`config.mk`:
```
export PLATFORM = sky130hd
export DESIGN_NAME = cms_clock_mode_select
export DESIGN_NICKNAME = d
export VERILOG_FILES = /design/src/verilog/cms_pkg.sv /design/src/verilog/cms_clock_mode_select.sv /design/src/verilog/cms_osc_watchdog.sv
export VERILOG_INCLUDE_DIRS = /design/src /design/src/verilog
export SDC_FILE = /design/constraint.sdc
export NUM_CORES = 1
export LEC_CHECK = 0
export ABC_CLOCK_PERIOD_IN_PS = 2930
export BUFFER_PORTS_ARGS = -buffer_cell sky130_fd_sc_hd__buf_2
export CORE_ASPECT_RATIO = 1.5
export CORE_MARGIN = 2
export CORE_UTILIZATION = 50
export DETAILED_ROUTE_END_ITERATION = 10
export PLACE_DENSITY_LB_ADDON = 0.1
export SYNTH_ARGS = -nofsm -noshare
export SYNTH_HDL_FRONTEND = slang
export SYNTH_HIERARCHICAL = 1
export SYNTH_SLANG_ARGS = --single-unit
export TNS_END_PERCENT = 10
```
`constraint.sdc`:
```
create_clock -name core_clk_in -period 2.93 [get_ports core_clk_in]
set_clock_uncertainty 0.1 [all_clocks]
set_input_delay 0.586 -clock core_clk_in [delete_from_list [all_inputs] [get_ports core_clk_in]]
set_output_delay 0.586 -clock core_clk_in [all_outputs]
set_load 0.02 [all_outputs]
```
`src/verilog/cms_cfg.svh`:
```
// cms_cfg.svh: constants of the cpu clock mode select block
// assumes inclusion by bare name from package and design modules
`ifndef CMS_CFG_SVH
`define CMS_CFG_SVH

// ****************************************************************
// strap codes
// ****************************************************************
`define CMS_STRAP_X4 3'h7
`define CMS_STRAP_X3 3'h6
`define CMS_STRAP_X8 3'h5
`define CMS_STRAP_X5 3'h4
`define CMS_STRAP_DIRECT 3'h3
`define CMS_STRAP_X10 3'h2
`define CMS_STRAP_PRESC 3'h1
`define CMS_STRAP_X16 3'h0
`define CMS_STRAP_RESET 3'h7

// ****************************************************************
// multiplication factors
// ****************************************************************
`define CMS_MULT_X1 5'h01
`define CMS_MULT_X3 5'h03
`define CMS_MULT_X4 5'h04
`define CMS_MULT_X5 5'h05
`define CMS_MULT_X8 5'h08
`define CMS_MULT_X10 5'h0A
`define CMS_MULT_X16 5'h10
`define CMS_MULT_DIV2 5'h00

// ****************************************************************
// system configuration and watchdog
// ****************************************************************
`define CMS_SYSCFG_WIDTH 16
`define CMS_WD_DIS_BIT 4
`define CMS_WD_LIMIT 5'h10
`define CMS_WD_ZERO 5'h00
`define CMS_WD_ONE 5'h01

`endif

```
`src/verilog/cms_pkg.sv`:
```
// cms_pkg.sv: types and the strap decode of the clock mode select block
// assumes cms_cfg.svh is on the include path
`include "cms_cfg.svh"
`default_nettype none

package cms_pkg;

  typedef enum logic [1:0] {
    CMS_SRC_PLL,
    CMS_SRC_PRESC,
    CMS_SRC_DIRECT,
    CMS_SRC_FAILOVER
  } cms_src_t;

  function automatic logic [4:0] cms_mult(input logic [2:0] straps);
    logic [4:0] m;
    m = `CMS_MULT_X4;
    case (straps)
      `CMS_STRAP_X4: m = `CMS_MULT_X4;
      `CMS_STRAP_X3: m = `CMS_MULT_X3;
      `CMS_STRAP_X8: m = `CMS_MULT_X8;
      `CMS_STRAP_X5: m = `CMS_MULT_X5;
      `CMS_STRAP_DIRECT: m = `CMS_MULT_X1;
      `CMS_STRAP_X10: m = `CMS_MULT_X10;
      `CMS_STRAP_PRESC: m = `CMS_MULT_DIV2;
      `CMS_STRAP_X16: m = `CMS_MULT_X16;
      default: m = `CMS_MULT_X4;
    endcase
    return m;
  endfunction

endpackage

`default_nettype wire

```
`src/verilog/cms_clock_mode_select.sv`:
```
// cms_clock_mode_select.sv: cpu clock mode selection from reset straps
// assumes straps and crystal input are asynchronous pins; the free-running
// pll and system configuration come from logic on core_clk_in
`include "cms_cfg.svh"
`default_nettype none

module cms_clock_mode_select
  import cms_pkg::*;
(
  input wire logic core_clk_in,                     // system clock
  input wire logic srst_in,                         // sync reset, high
  input wire logic [2:0] clock_mode_straps_in,      // strap pins
  input wire logic crystal_input_pin_in,            // input clock pin
  input wire logic pll_tick_in,                     // free pll cycle
  input wire logic [`CMS_SYSCFG_WIDTH-1:0] system_config_reg_in, // config
  output logic [2:0] clock_mode_out,                // latched straps
  output logic [4:0] pll_mult_out,                  // factor, 0 = div2
  output cms_src_t cpu_clk_src_out,                 // clock source
  output logic pll_enable_out,                      // pll powered
  output logic pll_free_run_out,                    // pll free-running
  output logic osc_amp_bypass_out,                  // amplifier bypassed
  output logic cpu_clk_out,                         // cpu clock level
  output logic cpu_edge_out,                        // cpu clock changed
  output logic osc_fail_out,                        // sticky failure
  output logic osc_irq_out                          // failure request
);

  // ****************************************************************
  // pin synchronisers
  // ****************************************************************
  logic [2:0] strap_s1_reg;
  logic [2:0] strap_s2_reg;
  logic xtal_s1_reg;
  logic xtal_s2_reg;
  logic xtal_s3_reg;

  // no reset: straps must be seen while reset is held
  always_ff @(posedge core_clk_in) begin
    strap_s1_reg <= clock_mode_straps_in;
    strap_s2_reg <= strap_s1_reg;
    xtal_s1_reg <= crystal_input_pin_in;
    xtal_s2_reg <= xtal_s1_reg;
    xtal_s3_reg <= xtal_s2_reg;
  end

  logic xtal_edge;
  logic xtal_rise;
  assign xtal_edge = xtal_s2_reg ^ xtal_s3_reg;
  assign xtal_rise = xtal_s2_reg & ~xtal_s3_reg;

  // ****************************************************************
  // strap latch and configuration
  // ****************************************************************
  logic [2:0] strap_reg;
  logic [2:0] strap_next;
  logic wd_dis_reg;
  logic wd_dis_next;

  always_comb begin
    strap_next = strap_reg;
    if (srst_in) begin
      strap_next = strap_s2_reg;
    end
    wd_dis_next = system_config_reg_in[`CMS_WD_DIS_BIT];
  end

  always_ff @(posedge core_clk_in) begin
    strap_reg <= strap_next;
    if (srst_in) begin
      wd_dis_reg <= 1'b0;
    end else begin
      wd_dis_reg <= wd_dis_next;
    end
  end

  // ****************************************************************
  // mode decode
  // ****************************************************************
  logic is_direct;
  logic is_presc;
  logic non_pll;
  logic wd_en;
  logic wd_fail;
  logic wd_irq;
  cms_src_t src;

  assign is_direct = (strap_reg == `CMS_STRAP_DIRECT);
  assign is_presc = (strap_reg == `CMS_STRAP_PRESC);
  assign non_pll = is_direct | is_presc;
  assign wd_en = non_pll & ~wd_dis_reg & ~srst_in;

  always_comb begin
    if (wd_fail) begin
      src = CMS_SRC_FAILOVER;
    end else if (is_direct) begin
      src = CMS_SRC_DIRECT;
    end else if (is_presc) begin
      src = CMS_SRC_PRESC;
    end else begin
      src = CMS_SRC_PLL;
    end
  end

  cms_osc_watchdog u_wd (
    .core_clk_in(core_clk_in),
    .srst_in(srst_in),
    .enable_in(wd_en),
    .pll_tick_in(pll_tick_in),
    .xtal_edge_in(xtal_edge),
    .fail_out(wd_fail),
    .irq_out(wd_irq)
  );

  // ****************************************************************
  // cpu clock generation
  // ****************************************************************
  logic cpu_clk_reg;
  logic cpu_clk_next;
  logic cpu_edge_reg;
  logic cpu_edge_next;

  always_comb begin
    cpu_clk_next = cpu_clk_reg;
    case (src)
      CMS_SRC_DIRECT: cpu_clk_next = xtal_s2_reg;
      CMS_SRC_PRESC: begin
        if (xtal_rise) begin
          cpu_clk_next = ~cpu_clk_reg;
        end
      end
      CMS_SRC_PLL, CMS_SRC_FAILOVER: begin
        if (pll_tick_in) begin
          cpu_clk_next = ~cpu_clk_reg;
        end
      end
      default: cpu_clk_next = cpu_clk_reg;
    endcase
    cpu_edge_next = cpu_clk_next ^ cpu_clk_reg;
  end

  always_ff @(posedge core_clk_in) begin
    if (srst_in) begin
      cpu_clk_reg <= 1'b0;
      cpu_edge_reg <= 1'b0;
    end else begin
      cpu_clk_reg <= cpu_clk_next;
      cpu_edge_reg <= cpu_edge_next;
    end
  end

  // ****************************************************************
  // outputs
  // ****************************************************************
  assign clock_mode_out = strap_reg;
  assign pll_mult_out = cms_mult(strap_reg);
  assign cpu_clk_src_out = src;
  assign pll_free_run_out = non_pll & ~wd_dis_reg;
  assign pll_enable_out = ~non_pll | ~wd_dis_reg;
  assign osc_amp_bypass_out = is_direct;
  assign cpu_clk_out = cpu_clk_reg;
  assign cpu_edge_out = cpu_edge_reg;
  assign osc_fail_out = wd_fail;
  assign osc_irq_out = wd_irq;
endmodule

`default_nettype wire

```
`src/verilog/cms_osc_watchdog.sv`:
```
// cms_osc_watchdog.sv: counts free-running pll ticks between input edges
// assumes tick and edge pulses come from logic on core_clk_in
`include "cms_cfg.svh"
`default_nettype none

module cms_osc_watchdog
  import cms_pkg::*;
(
  input wire logic core_clk_in,  // system clock
  input wire logic srst_in,      // sync reset, active high
  input wire logic enable_in,    // watchdog active
  input wire logic pll_tick_in,  // one free-running pll cycle
  input wire logic xtal_edge_in, // input clock transition seen
  output logic fail_out,         // sticky input clock failure
  output logic irq_out           // one-cycle failure request
);

  logic [4:0] cnt_reg;
  logic [4:0] cnt_next;
  logic fail_reg;
  logic fail_next;
  logic irq_reg;
  logic irq_next;

  // ****************************************************************
  // counter and failure flag
  // ****************************************************************
  always_comb begin
    cnt_next = cnt_reg;
    fail_next = fail_reg;
    irq_next = 1'b0;
    if (!enable_in || xtal_edge_in) begin
      cnt_next = `CMS_WD_ZERO;
    end else if (pll_tick_in && cnt_reg != `CMS_WD_LIMIT) begin
      cnt_next = cnt_reg + `CMS_WD_ONE;
    end
    if (enable_in && cnt_reg == `CMS_WD_LIMIT && !fail_reg) begin
      fail_next = 1'b1;
      irq_next = 1'b1;
    end
  end

  always_ff @(posedge core_clk_in) begin
    if (srst_in) begin
      cnt_reg <= `CMS_WD_ZERO;
      fail_reg <= 1'b0;
      irq_reg <= 1'b0;
    end else begin
      cnt_reg <= cnt_next;
      fail_reg <= fail_next;
      irq_reg <= irq_next;
    end
  end

  assign fail_out = fail_reg;
  assign irq_out = irq_reg;
endmodule

`default_nettype wire

```
Yosys cells after proc, flatten, opt, wreduce, memory -nomap -nowiden
Memories as Yosys holds them, arrays and structs flattened. A register that Yosys moved wholly into a read port is not among the register bits.
Cells that the tools add are included.
{"block": "op_classes", "mux": 8, "addsub": 1, "n_reduce_logical": 9, "eq_ne": 7, "bitwise": 12}
{"operator": "5-bit by 1-bit adder with 5-bit output (second input constant)", "n": 1}
{"operator": "5-bit == test (second input constant)", "n": 1}
{"operator": "5-bit inequality test (second input constant)", "n": 1}
{"operator": "1-bit inverter", "n": 5}
{"operator": "2-bit == test (second input constant)", "n": 2}
{"operator": "1-bit 2-to-1 mux", "n": 4}
{"operator": "2-bit 2-to-1 mux", "n": 2}
{"operator": "2-bit OR reduction", "n": 2}
{"operator": "1-bit bitwise AND", "n": 3}
{"operator": "3-bit by 1-bit == test with 1-bit output (second input constant)", "n": 1}
{"operator": "3-bit by 2-bit == test with 1-bit output (second input constant)", "n": 1}
{"operator": "1-bit logical AND", "n": 3}
{"operator": "3-bit 2-to-1 mux", "n": 1}
{"operator": "1-bit one-hot mux with 3 select lines", "n": 1}
{"operator": "2-bit by 1-bit == test with 1-bit output (second input constant)", "n": 1}
{"operator": "1-bit logical NOT", "n": 2}
{"operator": "2-bit logical NOT", "n": 1}
{"operator": "1-bit bitwise OR", "n": 2}
{"operator": "1-bit XOR", "n": 2}
{"operator": "1-bit logical OR", "n": 1}
{"block": "word_totals", "memories": 1, "regBits": 22, "word_cells": 50, "rom_bits": 40, "out_inout_bits": 17, "inputBits": 23}
{"memory": "(name not given)", "depth": 8, "width": 5, "rd": 1, "rd_ports_with_merged_regs": 1, "write_ports": 0, "line": "cms_pkg.sv:18", "text": "case (straps)"}

Depth between registers and ports, before layout
{"block": "depth", "ltp_word": 8, "depth_mapped": 7, "depth_no_buf": 7}

Hierarchy
Netlist, hierarchy kept.
{"mod": "cms_clock_mode_select", "seq_area_each_um2": 430.4, "area_each_um2": 735.7, "cells_each": 61, "instances": 1}
{"mod": "cms_osc_watchdog", "seq_area_each_um2": 140.1, "area_each_um2": 320.3, "cells_each": 34, "instances": 1}

Worst setup path after synthesis
OpenSTA, ideal clock, no wires.
{"block": "synth_timing", "path_type": "register -> register", "startpoint": "register strap_reg[2] (netlist: clock_mode_out[2])", "endpoint": "register cpu_edge_reg (netlist: cpu_edge_out)", "setup_slack_ps": 619, "n_path_buf": 0, "required_ps": 2739, "setup_ps": 91, "arrival_ps": 2120, "period_less_slack_ps": 2311, "stages_incl_launch_ff": 7, "path_cell_list": "edfxtp_1 -> nand2b_1 -> o21bai_1 -> ha_1 -> nor2b_4 -> or3b_1 -> a311oi_1"}
{"block": "synth_between", "elab_chain_len": 8, "word_cells_on_any_way": 12, "cone_classes": "eq/ne: 5; mux: 4; bitwise: 1; reduce/logical: 2"}
{"element": "start: declaration", "line": "cms_clock_mode_select.sv:54", "text": "logic [2:0] strap_reg;"}
{"element": "start signal: assignment", "line": "cms_clock_mode_select.sv:68", "text": "strap_reg <= strap_next;"}
{"element": "3-bit by 1-bit == test with 1-bit output (no source line)"}
{"element": "1-bit 2-to-1 mux", "line": "cms_clock_mode_select.sv:97", "text": "end else if (is_presc) begin"}
{"element": "2-bit 2-to-1 mux *", "line": "cms_clock_mode_select.sv:95", "text": "end else if (is_direct) begin"}
{"element": "2-bit 2-to-1 mux *", "line": "cms_clock_mode_select.sv:93", "text": "if (wd_fail) begin"}
{"element": "named net cpu_clk_src_out[0]", "line": "cms_clock_mode_select.sv:18", "text": "output cms_src_t cpu_clk_src_out,"}
{"element": "2-bit == test or 2-bit logical NOT (tied branches)", "line": "cms_clock_mode_select.sv:124", "text": "case (src)"}
{"element": "2-bit OR reduction", "line": "cms_clock_mode_select.sv:124"}
{"element": "1-bit one-hot mux with 3 select lines *", "line": "cms_clock_mode_select.sv:124"}
{"element": "1-bit XOR *", "line": "cms_clock_mode_select.sv:138", "text": "cpu_edge_next = cpu_clk_next ^ cpu_clk_reg;"}
{"element": "end signal: assignment", "line": "cms_clock_mode_select.sv:147", "text": "cpu_edge_reg <= cpu_edge_next;"}
{"element": "end: declaration", "line": "cms_clock_mode_select.sv:119", "text": "logic cpu_edge_reg;"}
The timed path passes the listed nets; every way through them passes the cells marked *.
A chain may end at the register's enable or synchronous reset.

Worst setup path in the final report
{"block": "layout_timing", "startpoint": "register strap_reg[0] (netlist: clock_mode_out[0])", "endpoint": "output cpu_clk_src_out[1]"}
{"block": "layout_between", "elab_chain_len": 3}
{"element": "3-bit by 2-bit == test with 1-bit output (no source line)"}
{"element": "2-bit 2-to-1 mux", "line": "cms_clock_mode_select.sv:95"}
{"element": "2-bit 2-to-1 mux", "line": "cms_clock_mode_select.sv:93"}
{"element": "end: declaration", "line": "cms_clock_mode_select.sv:18"}
No other way between the ends.

==> impl_metrics.tcl <==
set metrics [dict create \
    tightest_slew_ns 0.3341 \
    clockRootBuffer "clkbuf_4" \
    nFillCells 186 \
    fp.dieW_um 41.53 \
    ir_worst_vdd_uv 369.7 \
    rsz0062_at_grt "no" \
    grt_usage_pct 13.99 \
    clk_path_buf_depth 2 \
    dpl.cell_count 139 \
    ys_ff_latch 27 \
    fin_ws_ns 0.7752 \
    status "finished clean" \
    tns_ns 0 \
    path_max_fanout 5 \
    grt_pass1_wl_um 2622 \
    numClockSinks 27 \
    drt.antenna.violating_nets 0 \
    p_int_uw 478.0 \
    max_freq_mhz 464.1 \
    multiInputGateArea_um2 444.2 \
    ys.flop_type "dfxtp_1" \
    power.share.clock_pct 24.4 \
    ctsHoldBuffers 0 \
    dieArea_um2 2503 \
    clock_latency_ns 0.31 \
    synth-edff-count 3 \
    postSynthCellCount 95 \
    drive_gt1_share_pct 28.10 \
    grtUsageMet3_pct 1.813 \
    grt_max_degree 15 \
    synth.most_common_cell "dfxtp_1" \
    r2r_slack_ns 0.84 \
    num_rows 20 \
    timing.rr.start "clock_mode_out[2]" \
    finalSetupViolCount 0 \
    finalCritPeriodShare_pct 73.54 \
    vias 732 \
    dr.pass1.iters 4 \
    finalHoldViolCount 0 \
    grt_overflow 0 \
    seq_area_um2 570.5 \
    synth_area_leaders "dfxtp_1, edfxtp_1, ha_1" \
    max-slew-margin-rel_pct 77.09 \
    wirelength_um 1683 \
    grt_pass1_vias 647 \
    core_area_um2 2002 \
    powerDensity_nw_per_um2 520.9 \
    cts_setup_buffers 0 \
    drv_slew 0 \
    drc 0 \
    endpoint_kind "output pin" \
    syn_area_um2 1056 \
    start_kind "register" \
    start_util_pct 52.75 \
    num_antenna_cells 0 \
    die_y_um 60.29 \
    drv_cap 0 \
    htree_levels 1 \
    antenna_found_initial 0 \
    rr_worst_depth 7 \
    power_frac_comb_pct 12.1 \
    yosysTopAreaCell "dfxtp_1" \
    switching_share_pct 24.47 \
    top_usage_layer "met2" \
    use_met2_pct 26.79 \
    portBuffers 24 \
    hold_path.startpoint "strap_s1_reg[2]" \
    cts_buffers 3 \
    viasPerCell 5.119 \
    fin_nets 152 \
    timing.hold.ws_ns 0.2423 \
    hold_depth 0 \
    reg2reg_to "cpu_edge_out" \
    area_growth_syn_to_layout_pct 15.05 \
    ctsResizeCount 0 \
    pwr-share-seq_pct 63.5 \
    crit_path_end "cpu_clk_src_out[1]" \
    leakagePower_uw 0.0005453 \
    wl_per_cell_um 11.77 \
    place.gp.congestion 0.7059 \
    netlist-cell-type-count 32 \
    synthArstFlopShare_pct 0 \
    syn_area_per_cell_um2 11.12 \
    critical_path_arrival_ns 1.47 \
    hp-class "reg2reg" \
    cp-startpoint "clock_mode_out[0]" \
    yosysWarnings 6 \
    clk_pin_slew_ns 0.14 \
    post-place-ws_ns 0.8536 \
    synth_top_cell_area_share_pct 45.50 \
    drt_iter0_markers 12 \
    use_met1_pct 14.31 \
    p_sw_uw 154.9 \
    required_ns 2.24 \
    fin_crit_ns 2.155 \
    cts_tree "built" \
    synthTopCellsByCount "dfxtp_1, ha_1, inv_1, nor2_1" \
    hpwl_um 1300 \
    seq_area_frac_synth_pct 54.03 \
    syn-num-nets 125 \
    crit_type "reg2out" \
    pin_count 40 \
    layout.cells.non_filler 143 \
]
-- worst min path at each step --
stage                            endpoint  slack (ns)
after floorplan           strap_s2_reg[0]        0.21
after global placement        xtal_s2_reg        0.21
after detailed placement      xtal_s2_reg        0.21
after CTS                 strap_s2_reg[2]        0.24
after global routing      strap_s1_reg[2]        0.24
final                     strap_s2_reg[2]        0.24
-- per-layer routing --
metal  vias to the layer above  routed length (um)
met4                         0                  20
li1                        377                   -
met5                         -                   0
met3                         2                  59
met1                       339                 717
met2                        14                 886
-- per-stage QoR --
stage	utilization [%]	instance area [um^2]	power, uW
2_1_floorplan	-	1056	461.3
6_report	60.69	1215	632.9
4_1_cts	60.69	1215	639.0
3_5_place_dp	59.38	1189	488.1
5_1_grt	60.69	1215	665.0
3_3_place_gp	59.38	1189	485.7
-- logic make-up after synthesis --
kind of cell | count (synthesis) | share of synthesized area, %
AO/OA/AOI/OAI | 12 | 7.228
multiplexers | 4 | 4.147
AND/OR/NAND/NOR | 33 | 19.91
flip-flops | 27 | 54.03
buffers and inverters | 9 | 3.910
XOR/XNOR | 3 | 2.489
adder cells (fa/ha/maj) | 7 | 8.293
-- power by group through the flow --
stage               sequential (uW)  clock (uW)  combinational [uW]
floorplan                       424           0                37.1
global placement                410           0                75.9
detailed placement              410           0                77.6
CTS                             402         159                77.9
global route                    404         176                84.8
finish                          402         154                76.4
-- layout make-up --
cell class                 count  share of cell area [%]
clock buffer                   4                   2.163
tap                           22                   2.266
sequential                    27                   46.96
multi-input combinational     59                   36.56
timing repair buffer          24                   9.887
inverter                       7                   2.163
-- layout by cell type, fill, tap and decap left out, types with 4 or more instances in the layout --
cell type and n:
dfxtp_1 24, buf_2 24, nor2_1 7, inv_1 7, ha_1 7, nor2b_1 4
nand2_1 4, o21ai_0 4
-- worst max-delay path, stage by stage, from the launching register on --
cell	delay, ns
edfxtp_1	0.46
nor2b_1	0.17
and2_1	0.17
or2_1	0.20
buf_2	0.15
Power figures use the tool's default switching activity.
